`src/rtl/adcts_pkg.sv`:
```
// constants, field layout and timing counts of the converter timing and status block
// assumes an 8-bit register port and a system clock that is the high-frequency clock
// Functional notes
// - after mode/channel register is written zero, starts are refused for four cycles
// - ladder bit 0 connects ladder only while converting, 1 keeps it connected
// - time code 000=39,010=78,011=156,100=312,101=624,110=1248 clocks; 001,111 reserved
// - timing register bits 7 and 6 carry no defined value on read
// - stop mode resets timing register and blocks writes to it until normal mode
// - done flag reads 0 before or during conversion, 1 once it completed; in repeat mode the code leaves it 1 as the next conversion starts
// - busy flag sets at conversion start, clears at finish and on stop entry
// - reading high result clears done flag, so software reads low register first
// - low result/status bits 3 to 0 carry no defined value on read
// - low result/status at 0x28: result bits 1,0, done, busy; top four reset zero
// - completion stores result, sets done flag and raises done interrupt together
// - start bit clears itself once the conversion has begun
package adcts_pkg;
    // register offsets
    localparam logic [7:0] OFS_MODE_CHANNEL_CTRL = 8'h20;
    localparam logic [7:0] OFS_TIMING_CONTROL = 8'h21;
    localparam logic [7:0] OFS_RESULT_LOW_STATUS = 8'h28;
    localparam logic [7:0] OFS_RESULT_HIGH = 8'h29;
    localparam logic [7:0] OFS_IRQ_STATUS = 8'h2a;
    localparam logic [7:0] OFS_IRQ_ENABLE = 8'h2b;
    localparam logic [7:0] OFS_IRQ_CLEAR = 8'h2c;

    // mode/channel control fields
    localparam int MODE_START_POS = 7;
    localparam int MODE_AMD_POS = 5;
    localparam int MODE_INDIS_POS = 4;
    localparam int MODE_CHAN_POS = 0;
    localparam logic [7:0] MODE_RESET = 8'h00;

    // timing control fields
    localparam int TIME_LADDER_POS = 5;
    localparam int TIME_ACK_POS = 1;
    localparam logic [7:0] TIME_RESET = 8'h00;
    localparam logic [7:0] TIME_WRITE_MASK = 8'h3f;

    // low result/status fields
    localparam int LOW_RES1_POS = 7;
    localparam int LOW_RES0_POS = 6;
    localparam int LOW_DONE_POS = 5;
    localparam int LOW_BUSY_POS = 4;

    // restart guard length after mode register cleared
    localparam logic [2:0] GUARD_CYCLES = 3'h4;

    // conversion lengths in high-frequency clock periods
    localparam logic [10:0] CT_39 = 11'h027;
    localparam logic [10:0] CT_78 = 11'h04e;
    localparam logic [10:0] CT_156 = 11'h09c;
    localparam logic [10:0] CT_312 = 11'h138;
    localparam logic [10:0] CT_624 = 11'h270;
    localparam logic [10:0] CT_1248 = 11'h4e0;

    // operating modes
    typedef enum logic [1:0] {
        AMD_DISABLE = 2'b00,
        AMD_SOFTWARE = 2'b01,
        AMD_RESERVED = 2'b10,
        AMD_REPEAT = 2'b11
    } adcts_mode_type;
endpackage : adcts_pkg

```
`src/rtl/adcts_conv_timer.sv`:
```
// conversion sequencer counting clock periods of the selected conversion time
// assumes start while busy only comes on the last period, and abort wins over start
`timescale 1ns/100ps
`default_nettype none
module adcts_conv_timer #(
    parameter int LEN_W = 11
) (
    input wire logic sys_clk_i,
    input wire logic rst_n_i,
    input wire logic ce_i,
    input wire logic start_i,
    input wire logic abort_i,
    input wire logic [LEN_W-1:0] len_i,
    output logic busy_o,
    output logic done_o
);
    logic [LEN_W-1:0] cnt_q;
    logic run_q;

    // completion on the last period of the count
    assign done_o = run_q && (cnt_q == '0) && ce_i && !abort_i;
    assign busy_o = run_q;

    // count down from length minus one; a start on the last period chains the next conversion
    always_ff @(posedge sys_clk_i or negedge rst_n_i) begin
        if (!rst_n_i) begin
            run_q <= 1'b0;
            cnt_q <= '0;
        end else if (ce_i) begin
            if (abort_i) begin
                run_q <= 1'b0;
                cnt_q <= '0;
            end else if (start_i && (!run_q || (cnt_q == '0))) begin
                run_q <= 1'b1;
                cnt_q <= len_i - LEN_W'(1);
            end else if (run_q) begin
                if (cnt_q == '0) begin
                    run_q <= 1'b0;
                end else begin
                    cnt_q <= cnt_q - LEN_W'(1);
                end
            end
        end
    end
endmodule : adcts_conv_timer
`default_nettype wire

```
`src/rtl/adcts_top.sv`:
```
// timing selection, ladder control, restart guard and status of the converter
// assumes the comparator array supplies a settled 10-bit result at completion
`timescale 1ns/100ps
`default_nettype none
module adcts_top #(
    parameter int RES_W = 10
) (
    input wire logic sys_clk_i,
    input wire logic rst_b_i,
    input wire logic ce_i,
    input wire logic stop_mode_i,
    input wire logic [7:0] reg_addr_i,
    input wire logic [7:0] reg_wdata_i,
    input wire logic reg_wr_i,
    input wire logic reg_rd_i,
    output logic [7:0] reg_rdata_o,
    input wire logic [RES_W-1:0] conv_result_i,
    output logic ladder_connect_o,
    output logic conv_active_o,
    output logic [3:0] channel_sel_o,
    output logic input_disable_o,
    output logic irq_o
);
    import adcts_pkg::*;

    logic rst_meta_q;
    logic rst_n;
    logic start_q;
    adcts_mode_type mode_q;
    logic indis_q;
    logic [3:0] chan_q;
    logic ladder_always_on_q;
    logic [2:0] ack_q;
    logic [7:0] time_q;
    logic [2:0] guard_q;
    logic conv_done_flag_q;
    logic [RES_W-1:0] result_q;
    logic irq_stat_q;
    logic irq_en_q;
    logic [7:0] rdata_q;
    logic [10:0] len_w;
    logic busy_w;
    logic done_w;
    logic wr_mode_w;
    logic wr_time_w;
    logic rd_high_w;
    logic mode_zero_w;
    logic abort_w;
    logic start_take_w;
    logic repeat_take_w;
    logic begin_w;
    logic [10:0] chk_len_q;
    logic [10:0] chk_cnt_q;

    // reset release through two flops
    always_ff @(posedge sys_clk_i or negedge rst_b_i) begin
        if (!rst_b_i) begin
            rst_meta_q <= 1'b0;
            rst_n <= 1'b0;
        end else begin
            rst_meta_q <= 1'b1;
            rst_n <= rst_meta_q;
        end
    end

    // register port decode
    assign wr_mode_w = reg_wr_i && (reg_addr_i == OFS_MODE_CHANNEL_CTRL) && !stop_mode_i;
    assign wr_time_w = reg_wr_i && (reg_addr_i == OFS_TIMING_CONTROL) && !stop_mode_i;
    assign rd_high_w = reg_rd_i && (reg_addr_i == OFS_RESULT_HIGH);
    assign mode_zero_w = wr_mode_w && (reg_wdata_i == 8'h00);

    // leaving to disable mode or stop cuts a running conversion short
    assign abort_w = stop_mode_i ||
        (wr_mode_w && (reg_wdata_i[MODE_AMD_POS+:2] == AMD_DISABLE));

    // software start, blocked by guard, busy and invalid modes
    assign start_take_w = start_q && (guard_q == 3'h0) && !busy_w &&
        ((mode_q == AMD_SOFTWARE) || (mode_q == AMD_REPEAT));
    // repeat mode restarts on each completion
    assign repeat_take_w = done_w && (mode_q == AMD_REPEAT);
    assign begin_w = (start_take_w || repeat_take_w) && !abort_w && ce_i;

    // conversion length from the time code; reserved codes fall back to longest
    always_comb begin
        unique case (ack_q)
            3'b000: len_w = CT_39;
            3'b010: len_w = CT_78;
            3'b011: len_w = CT_156;
            3'b100: len_w = CT_312;
            3'b101: len_w = CT_624;
            3'b110: len_w = CT_1248;
            default: len_w = CT_1248;
        endcase
    end

    adcts_conv_timer #(
        .LEN_W(11)
    ) u_timer (
        .sys_clk_i(sys_clk_i),
        .rst_n_i(rst_n),
        .ce_i(ce_i),
        .start_i(begin_w),
        .abort_i(abort_w),
        .len_i(len_w),
        .busy_o(busy_w),
        .done_o(done_w)
    );

    // mode/channel register; cleared and locked in stop mode
    always_ff @(posedge sys_clk_i or negedge rst_n) begin
        if (!rst_n) begin
            mode_q <= adcts_mode_type'(MODE_RESET[MODE_AMD_POS+:2]);
            indis_q <= MODE_RESET[MODE_INDIS_POS];
            chan_q <= MODE_RESET[MODE_CHAN_POS+:4];
        end else if (ce_i) begin
            if (stop_mode_i) begin
                mode_q <= adcts_mode_type'(MODE_RESET[MODE_AMD_POS+:2]);
                indis_q <= MODE_RESET[MODE_INDIS_POS];
                chan_q <= MODE_RESET[MODE_CHAN_POS+:4];
            end else if (wr_mode_w) begin
                mode_q <= adcts_mode_type'(reg_wdata_i[MODE_AMD_POS+:2]);
                indis_q <= reg_wdata_i[MODE_INDIS_POS];
                chan_q <= reg_wdata_i[MODE_CHAN_POS+:4];
            end
        end
    end

    // start bit, cleared once the conversion has begun
    always_ff @(posedge sys_clk_i or negedge rst_n) begin
        if (!rst_n) begin
            start_q <= MODE_RESET[MODE_START_POS];
        end else if (ce_i) begin
            if (stop_mode_i || begin_w) begin
                start_q <= 1'b0;
            end else if (wr_mode_w) begin
                start_q <= reg_wdata_i[MODE_START_POS] &&
                    (reg_wdata_i[MODE_AMD_POS+:2] != AMD_DISABLE);
            end else if ((mode_q == AMD_DISABLE) || (mode_q == AMD_RESERVED)) begin
                start_q <= 1'b0;
            end
        end
    end

    // restart guard after the mode register is written all zero
    always_ff @(posedge sys_clk_i or negedge rst_n) begin
        if (!rst_n) begin
            guard_q <= 3'h0;
        end else if (ce_i) begin
            if (mode_zero_w) begin
                guard_q <= GUARD_CYCLES;
            end else if (guard_q != 3'h0) begin
                guard_q <= guard_q - 3'h1;
            end
        end
    end

    // timing control register; reset and write-locked in stop mode
    always_ff @(posedge sys_clk_i or negedge rst_n) begin
        if (!rst_n) begin
            time_q <= TIME_RESET;
        end else if (ce_i) begin
            if (stop_mode_i) begin
                time_q <= TIME_RESET;
            end else if (wr_time_w) begin
                time_q <= reg_wdata_i & TIME_WRITE_MASK;
            end
        end
    end
    assign ladder_always_on_q = time_q[TIME_LADDER_POS];
    assign ack_q = time_q[TIME_ACK_POS+:3];

    // done flag: completion sets, high-result read or a new start clears
    always_ff @(posedge sys_clk_i or negedge rst_n) begin
        if (!rst_n) begin
            conv_done_flag_q <= 1'b0;
        end else if (ce_i) begin
            if (stop_mode_i) begin
                conv_done_flag_q <= 1'b0;
            end else if (done_w) begin
                conv_done_flag_q <= 1'b1;
            end else if (rd_high_w || begin_w) begin
                conv_done_flag_q <= 1'b0;
            end
        end
    end

    // result capture at completion; aborted conversions store nothing
    always_ff @(posedge sys_clk_i or negedge rst_n) begin
        if (!rst_n) begin
            result_q <= '0;
        end else if (ce_i) begin
            if (stop_mode_i) begin
                result_q <= '0;
            end else if (done_w) begin
                result_q <= conv_result_i;
            end
        end
    end

    // interrupt status, enable and clear; set wins over clear
    always_ff @(posedge sys_clk_i or negedge rst_n) begin
        if (!rst_n) begin
            irq_stat_q <= 1'b0;
            irq_en_q <= 1'b0;
        end else if (ce_i) begin
            if (done_w) begin
                irq_stat_q <= 1'b1;
            end else if (reg_wr_i && (reg_addr_i == OFS_IRQ_CLEAR) && reg_wdata_i[0]) begin
                irq_stat_q <= 1'b0;
            end
            if (reg_wr_i && (reg_addr_i == OFS_IRQ_ENABLE)) begin
                irq_en_q <= reg_wdata_i[0];
            end
        end
    end
    assign irq_o = irq_stat_q && irq_en_q;

    // read data, one cycle after the strobe
    always_ff @(posedge sys_clk_i or negedge rst_n) begin
        if (!rst_n) begin
            rdata_q <= 8'h00;
        end else if (ce_i) begin
            if (reg_rd_i) begin
                unique case (reg_addr_i)
                    OFS_MODE_CHANNEL_CTRL: rdata_q <= {start_q, mode_q, indis_q, chan_q};
                    OFS_TIMING_CONTROL: rdata_q <= {2'b00, time_q[5:0]};
                    OFS_RESULT_LOW_STATUS: rdata_q <= {result_q[1], result_q[0],
                        conv_done_flag_q, busy_w, 4'h0};
                    OFS_RESULT_HIGH: rdata_q <= result_q[RES_W-1:2];
                    OFS_IRQ_STATUS: rdata_q <= {7'h00, irq_stat_q};
                    OFS_IRQ_ENABLE: rdata_q <= {7'h00, irq_en_q};
                    default: rdata_q <= 8'h00;
                endcase
            end else begin
                rdata_q <= 8'h00;
            end
        end
    end
    assign reg_rdata_o = rdata_q;

    // ladder tied in while converting, or always when selected
    assign ladder_connect_o = (ladder_always_on_q || busy_w) && !stop_mode_i;
    assign conv_active_o = busy_w;
    assign channel_sel_o = chan_q;
    assign input_disable_o = indis_q;

    // reference count of clock periods since the conversion began, read only by assertions
    always_ff @(posedge sys_clk_i or negedge rst_n) begin
        if (!rst_n) begin
            chk_len_q <= 11'h000;
            chk_cnt_q <= 11'h000;
        end else if (ce_i) begin
            if (begin_w) begin
                chk_len_q <= len_w;
                chk_cnt_q <= 11'h001;
            end else if (busy_w) begin
                chk_cnt_q <= chk_cnt_q + 11'h001;
            end
        end
    end
endmodule : adcts_top
`default_nettype wire

```
`config.mk`:
```
export PLATFORM = sky130hd
export DESIGN_NAME = adcts_top
export DESIGN_NICKNAME = d
export VERILOG_FILES = /design/src/rtl/adcts_pkg.sv /design/src/rtl/adcts_conv_timer.sv /design/src/rtl/adcts_top.sv
export SDC_FILE = /design/constraint.sdc
export NUM_CORES = 1
export LEC_CHECK = 0
export BUFFER_PORTS_ARGS = -buffer_cell sky130_fd_sc_hd__buf_2
export CAP_MARGIN = 25
export CORE_MARGIN = 5
export CORE_UTILIZATION = 45
export CTS_BUF_LIST = sky130_fd_sc_hd__clkbuf_8 sky130_fd_sc_hd__clkbuf_16
export DETAILED_ROUTE_END_ITERATION = 8
export GPL_TIMING_DRIVEN = 0
export PLACE_DENSITY = 0.65
export SKIP_CTS_REPAIR_TIMING = 1
export SLEW_MARGIN = 40
export SYNTH_ARGS = -nofsm -noshare
export SYNTH_HDL_FRONTEND = slang
export SYNTH_HIERARCHICAL = 1
export SYNTH_SLANG_ARGS = --single-unit
```
`constraint.sdc`:
```
create_clock -name sys_clk_i -period 3.7 [get_ports sys_clk_i]
set_clock_uncertainty 0.2 [all_clocks]
set_input_delay 0.37 -clock sys_clk_i [delete_from_list [all_inputs] [get_ports sys_clk_i]]
set_output_delay 0.37 -clock sys_clk_i [all_outputs]
set_load 0.005 [all_outputs]
```
==> insert_results.sql <==
INSERT INTO impl_metrics (metric_group, metric, value, unit) VALUES
('clocking', 'cts_tree', 'done', ''),
('critical_path', 'setup.worst_path.end_class', 'flip-flop', ''),
('finish', 'area.growth.synth_to_final', '25.3', '%'),
('pwr', 'p_leak', '1.85', 'nW'),
('detailed_routing', 'drt.antenna.violating_nets', '0', ''),
('clocking', 'clk_pin_slew', '0.11', 'ns'),
('logic_synthesis', 'synth_warnings', '6', ''),
('critical_path', 'cp.required', '3.70', 'ns'),
('finish', 'instances_no_fill', '544', ''),
('pwr', 'ir_drop', '177', 'uV'),
('timing', 'setup_viol_count_final', '4', ''),
('clocking', 'ctsHtreeMaxLevel', '2', ''),
('detailed_routing', 'initialDrtViolationCount', '141', ''),
('timing', 'post_route_setup_tns', '-3.23', 'ns'),
('die', 'ios', '48', ''),
('timing', 'timing.final.crit_period', '4.86', 'ns'),
('logic_synthesis', 'number_of_flops_mapped_to_enable_cells_by_yosys', '0', ''),
('run', 'max_cap_violations', '0', ''),
('logic_synthesis', 'synth_top_area_cell', 'sky130_fd_sc_hd__dfrtp_1', ''),
('logic_synthesis', 'synth_top_flop_cell', 'sky130_fd_sc_hd__dfrtp_1', ''),
('detailed_routing', 'routed_via_density', '5.78', ''),
('logic_synthesis', 'postSynthCellCount', '360', ''),
('logic_synthesis', 'post_synth.cell_area_avg', '9.38', 'um2'),
('grt', 'grt_usage', '0.196', ''),
('clocking', 'clock_sinks', '52', ''),
('timing', 'unrepaired_setup_endpoints_after_global_routing', 'yes', ''),
('grt', 'grt_overflow_total', '0', ''),
('clocking', 'ctsRootBufferMaster', 'sky130_fd_sc_hd__clkbuf_8', ''),
('timing', 'final.setup.worst_slack', '-1.16', 'ns'),
('pwr', 'power_per_cell_area', '298', 'nW/um2'),
('timing', 'slew_worst_pin', '0.827', 'ns'),
('grt', 'via_count_of_the_first_global_routing_pass', '3073', ''),
('timing', 'maximum_clock_frequency', '0.206', 'GHz'),
('place', 'dp_hpwl', '6840', 'um'),
('clocking', 'cts_buffer_depth', '2', ''),
('detailed_routing', 'wl_per_cell', '17.7', 'um'),
('place', 'globalplace.congestion', '0.928', ''),
('critical_path', 'worst_ep_arrival_time', '4.86', 'ns'),
('timing', 'hold_viol_final', '0', ''),
('logic_synthesis', 'yosysSeqAreaShare', '0.385', ''),
('detailed_routing', 'vias', '3144', ''),
('detailed_routing', 'drc', '0', ''),
('finish', 'final_layout_size_suffix_gt1_frac', '0.290', ''),
('die', 'fp.dieArea', '9330', 'um2'),
('logic_synthesis', 'asyncSetResetFlopFracSynth', '1.00', ''),
('die', 'die_h', '96.6', 'um'),
('place', 'place_worst_setup_slack', '-1.76', 'ns'),
('hold_path', 'holdCritPathClass', 'reg -> async', ''),
('logic_synthesis', 'yosys.area.top_type_share', '0.385', ''),
('clocking', 'worst_skew_pair.late_latency', '0.31', 'ns'),
('finish', 'n_fill_cell', '686', ''),
('die', 'core.rowCount', '31', ''),
('run_status', 'outcome', 'complete, but fails checks', ''),
('place', 'port_buffers', '45', ''),
('detailed_routing', 'drtPass1Iterations', '5', ''),
('die', 'die_w', '96.6', 'um'),
('grt', 'grt_pass1_wl', '15300', 'um'),
('logic_synthesis', 'synth.net_count', '397', ''),
('detailed_routing', 'drt_wl_total', '9610', 'um'),
('finish', 'antennaDiodeCount', '0', ''),
('logic_synthesis', 'synth.area.top_cells', 'sky130_fd_sc_hd__dfrtp_1 (39%), sky130_fd_sc_hd__o2bb2ai_1 (6.2%), sky130_fd_sc_hd__nor2b_1 (3.3%)', ''),
('finish', 'design.final.nets', '481', ''),
('logic_synthesis', 'synth.distinct_cells', '68', ''),
('run_status', 'violations_in_the_final_reports', 'setup timing', ''),
('logic_synthesis', 'syn-cell-area', '3380', 'um2'),
('critical_path', 'crit_type', 'in -> reg', ''),
('timing', 'final-max-slew-violation-count', '0', ''),
('timing', 'share_of_the_clock_period_used_by_the_worst_path', '1.31', ''),
('critical_path', 'reg2regPathDepth', '18', ''),
('logic_synthesis', 'synth_seq_cells', '52', ''),
('die', 'core_region_area', '7290', 'um2'),
('clocking', 'cts_made_buffers', '5', ''),
('grt', 'antenna_found_initial', '0', ''),
('die', 'initial_core_util', '0.463', ''),
('critical_path', 'critical_path_peak_fanout', '6', ''),
('critical_path', 'element_type_at_the_critical_path_start', 'input pin', ''),
('place', 'dp.cells', '505', ''),
('timing', 'slew_headroom', '0.444', ''),
('grt', 'grt_start_max_net_pins', '41', '');
[path summary, 6_finish.rpt]
| kind | slack [ns] | from | end |
|---|---|---|---|
| hold / removal | 0.09 | rst_n | u_timer/cnt_q[1] |
| max in group asynchronous | 2.49 | rst_n | u_timer/busy_o |
| hold reg to reg | 0.09 | rst_n | u_timer/cnt_q[1] |
| setup / recovery | -1.16 | reg_addr_i[6] | u_timer/cnt_q[10] |
| setup reg to reg | -0.99 | u_timer/cnt_q[3] | u_timer/cnt_q[10] |
| min in group sys_clk_i | 0.12 | reg_wdata_i[3] | time_q[3] |
[Yosys cell counts, drive strengths merged, types with 3 or more instances]
cell type,number
dfrtp,52
nand2,24
o2bb2ai,24
nor2,23
o21ai,23
a21oi,22
inv,20
nor2b,18
clkbuf,13
a22oi,11
nor3,10
mux2i,8
nor3b,6
nor4,6
a221o,5
a22o,5
ha,5
nand3,5
xnor2,5
a31o,4
and3,4
buf,4
mux2,4
nand4,4
a31oi,3
nand2b,3
o22ai,3
o31ai,3
or4b,3
[registers in the layout (all words and copies together), names as in the netlist, 2 cells and up]
| register | count |
|---|---|
| channel_sel_o | 4 |
| guard_q | 3 |
| mode_q | 2 |
| reg_rdata_o | 8 |
| result_q | 10 |
| time_q | 6 |
| u_timer/cnt_q | 11 |
[cells in the final DEF (no fill, tap or decap), types with 9 or more instances in the layout]
cell,n
sky130_fd_sc_hd__nor2b_1,17
sky130_fd_sc_hd__dfrtp_1,51
sky130_fd_sc_hd__a21oi_1,20
sky130_fd_sc_hd__clkbuf_1,13
sky130_fd_sc_hd__inv_1,18
sky130_fd_sc_hd__o2bb2ai_1,24
sky130_fd_sc_hd__buf_4,28
sky130_fd_sc_hd__nor3_1,9
sky130_fd_sc_hd__buf_2,43
sky130_fd_sc_hd__o21ai_0,17
sky130_fd_sc_hd__a22oi_1,11
sky130_fd_sc_hd__nor2_1,23
sky130_fd_sc_hd__nand2_1,23
[layer usage]
metal / track usage / vias up / wire (um) / part of all wire
li1: - / 1524 / - / -
met1: 0.254 / 1539 / 4210 / 0.44
met2: 0.339 / 69 / 4880 / 0.51
met3: 0.0331 / 12 / 324 / 0.034
met4: 0.0508 / 0 / 191 / 0.020
met5: 0 / - / 0 / 0
[worst max-delay path: stages]
cell                        delay [ns]
sky130_fd_sc_hd__buf_6            0.09
sky130_fd_sc_hd__or4b_4           0.54
sky130_fd_sc_hd__or3_4            0.39
sky130_fd_sc_hd__buf_8            0.14
sky130_fd_sc_hd__o21ai_4          0.13
sky130_fd_sc_hd__or2b_1           0.18
sky130_fd_sc_hd__nor3_4           0.06
sky130_fd_sc_hd__nand2_1          0.09
sky130_fd_sc_hd__o41ai_2          0.07
sky130_fd_sc_hd__o2111ai_2        0.13
sky130_fd_sc_hd__inv_2            0.11
sky130_fd_sc_hd__nor2b_4          0.16
sky130_fd_sc_hd__a41oi_4          0.32
sky130_fd_sc_hd__mux2i_2          0.33
sky130_fd_sc_hd__ha_4             0.19
sky130_fd_sc_hd__or4b_4           0.48
sky130_fd_sc_hd__a211oi_4         0.28
sky130_fd_sc_hd__nand2_1          0.10
sky130_fd_sc_hd__a221o_1          0.41
sky130_fd_sc_hd__mux2i_1          0.19
sky130_fd_sc_hd__o211ai_2         0.10
[power by group]
part | total [mW] | leakage [nW] | internal (mW) | switching, mW
sequential | 0.641 | 0.712 | 0.610 | 0.0312
combinational | 0.265 | 1.09 | 0.121 | 0.144
clock | 0.353 | 0.0491 | 0.140 | 0.213
total | 1.26 | 1.85 | 0.871 | 0.388
[stage by stage]
step / util / power [mW] / hold WS (ns) / instance area [um2]
after global placement: 0.521 / 0.884 / -0.0450 / 3800
after floorplan: - / 0.821 / -0.126 / 3450
after global routing: 0.580 / 1.33 / 0.125 / 4230
after detailed placement: 0.524 / 0.898 / -0.0437 / 3820
final: 0.580 / 1.26 / 0.0924 / 4230
after CTS: 0.537 / 1.25 / -0.394 / 3920
[area by class of cell]
| cell class | instances | area [um2] | share of cell area |
|---|---|---|---|
| well taps | 99 | 124 | 0.0293 |
| inverters | 20 | 75.1 | 0.0178 |
| repair buffers | 77 | 498 | 0.118 |
| clock inverters | 3 | 26.3 | 0.00621 |
| flip-flops and latches | 52 | 1310 | 0.309 |
| clock buffers | 5 | 68.8 | 0.0163 |
| multi-input cells | 271 | 2040 | 0.482 |
| plain buffers | 17 | 93.8 | 0.0222 |
[cell families after synthesis]
logic type / synth area share
compound gates: 0.274
simple gates: 0.206
flops: 0.385
buf+inv: 0.0460
mux: 0.0515
xor+xnor: 0.0182
fa+ha+maj: 0.0185
other cells: 0.00111
Power figures use the tool's default switching activity.
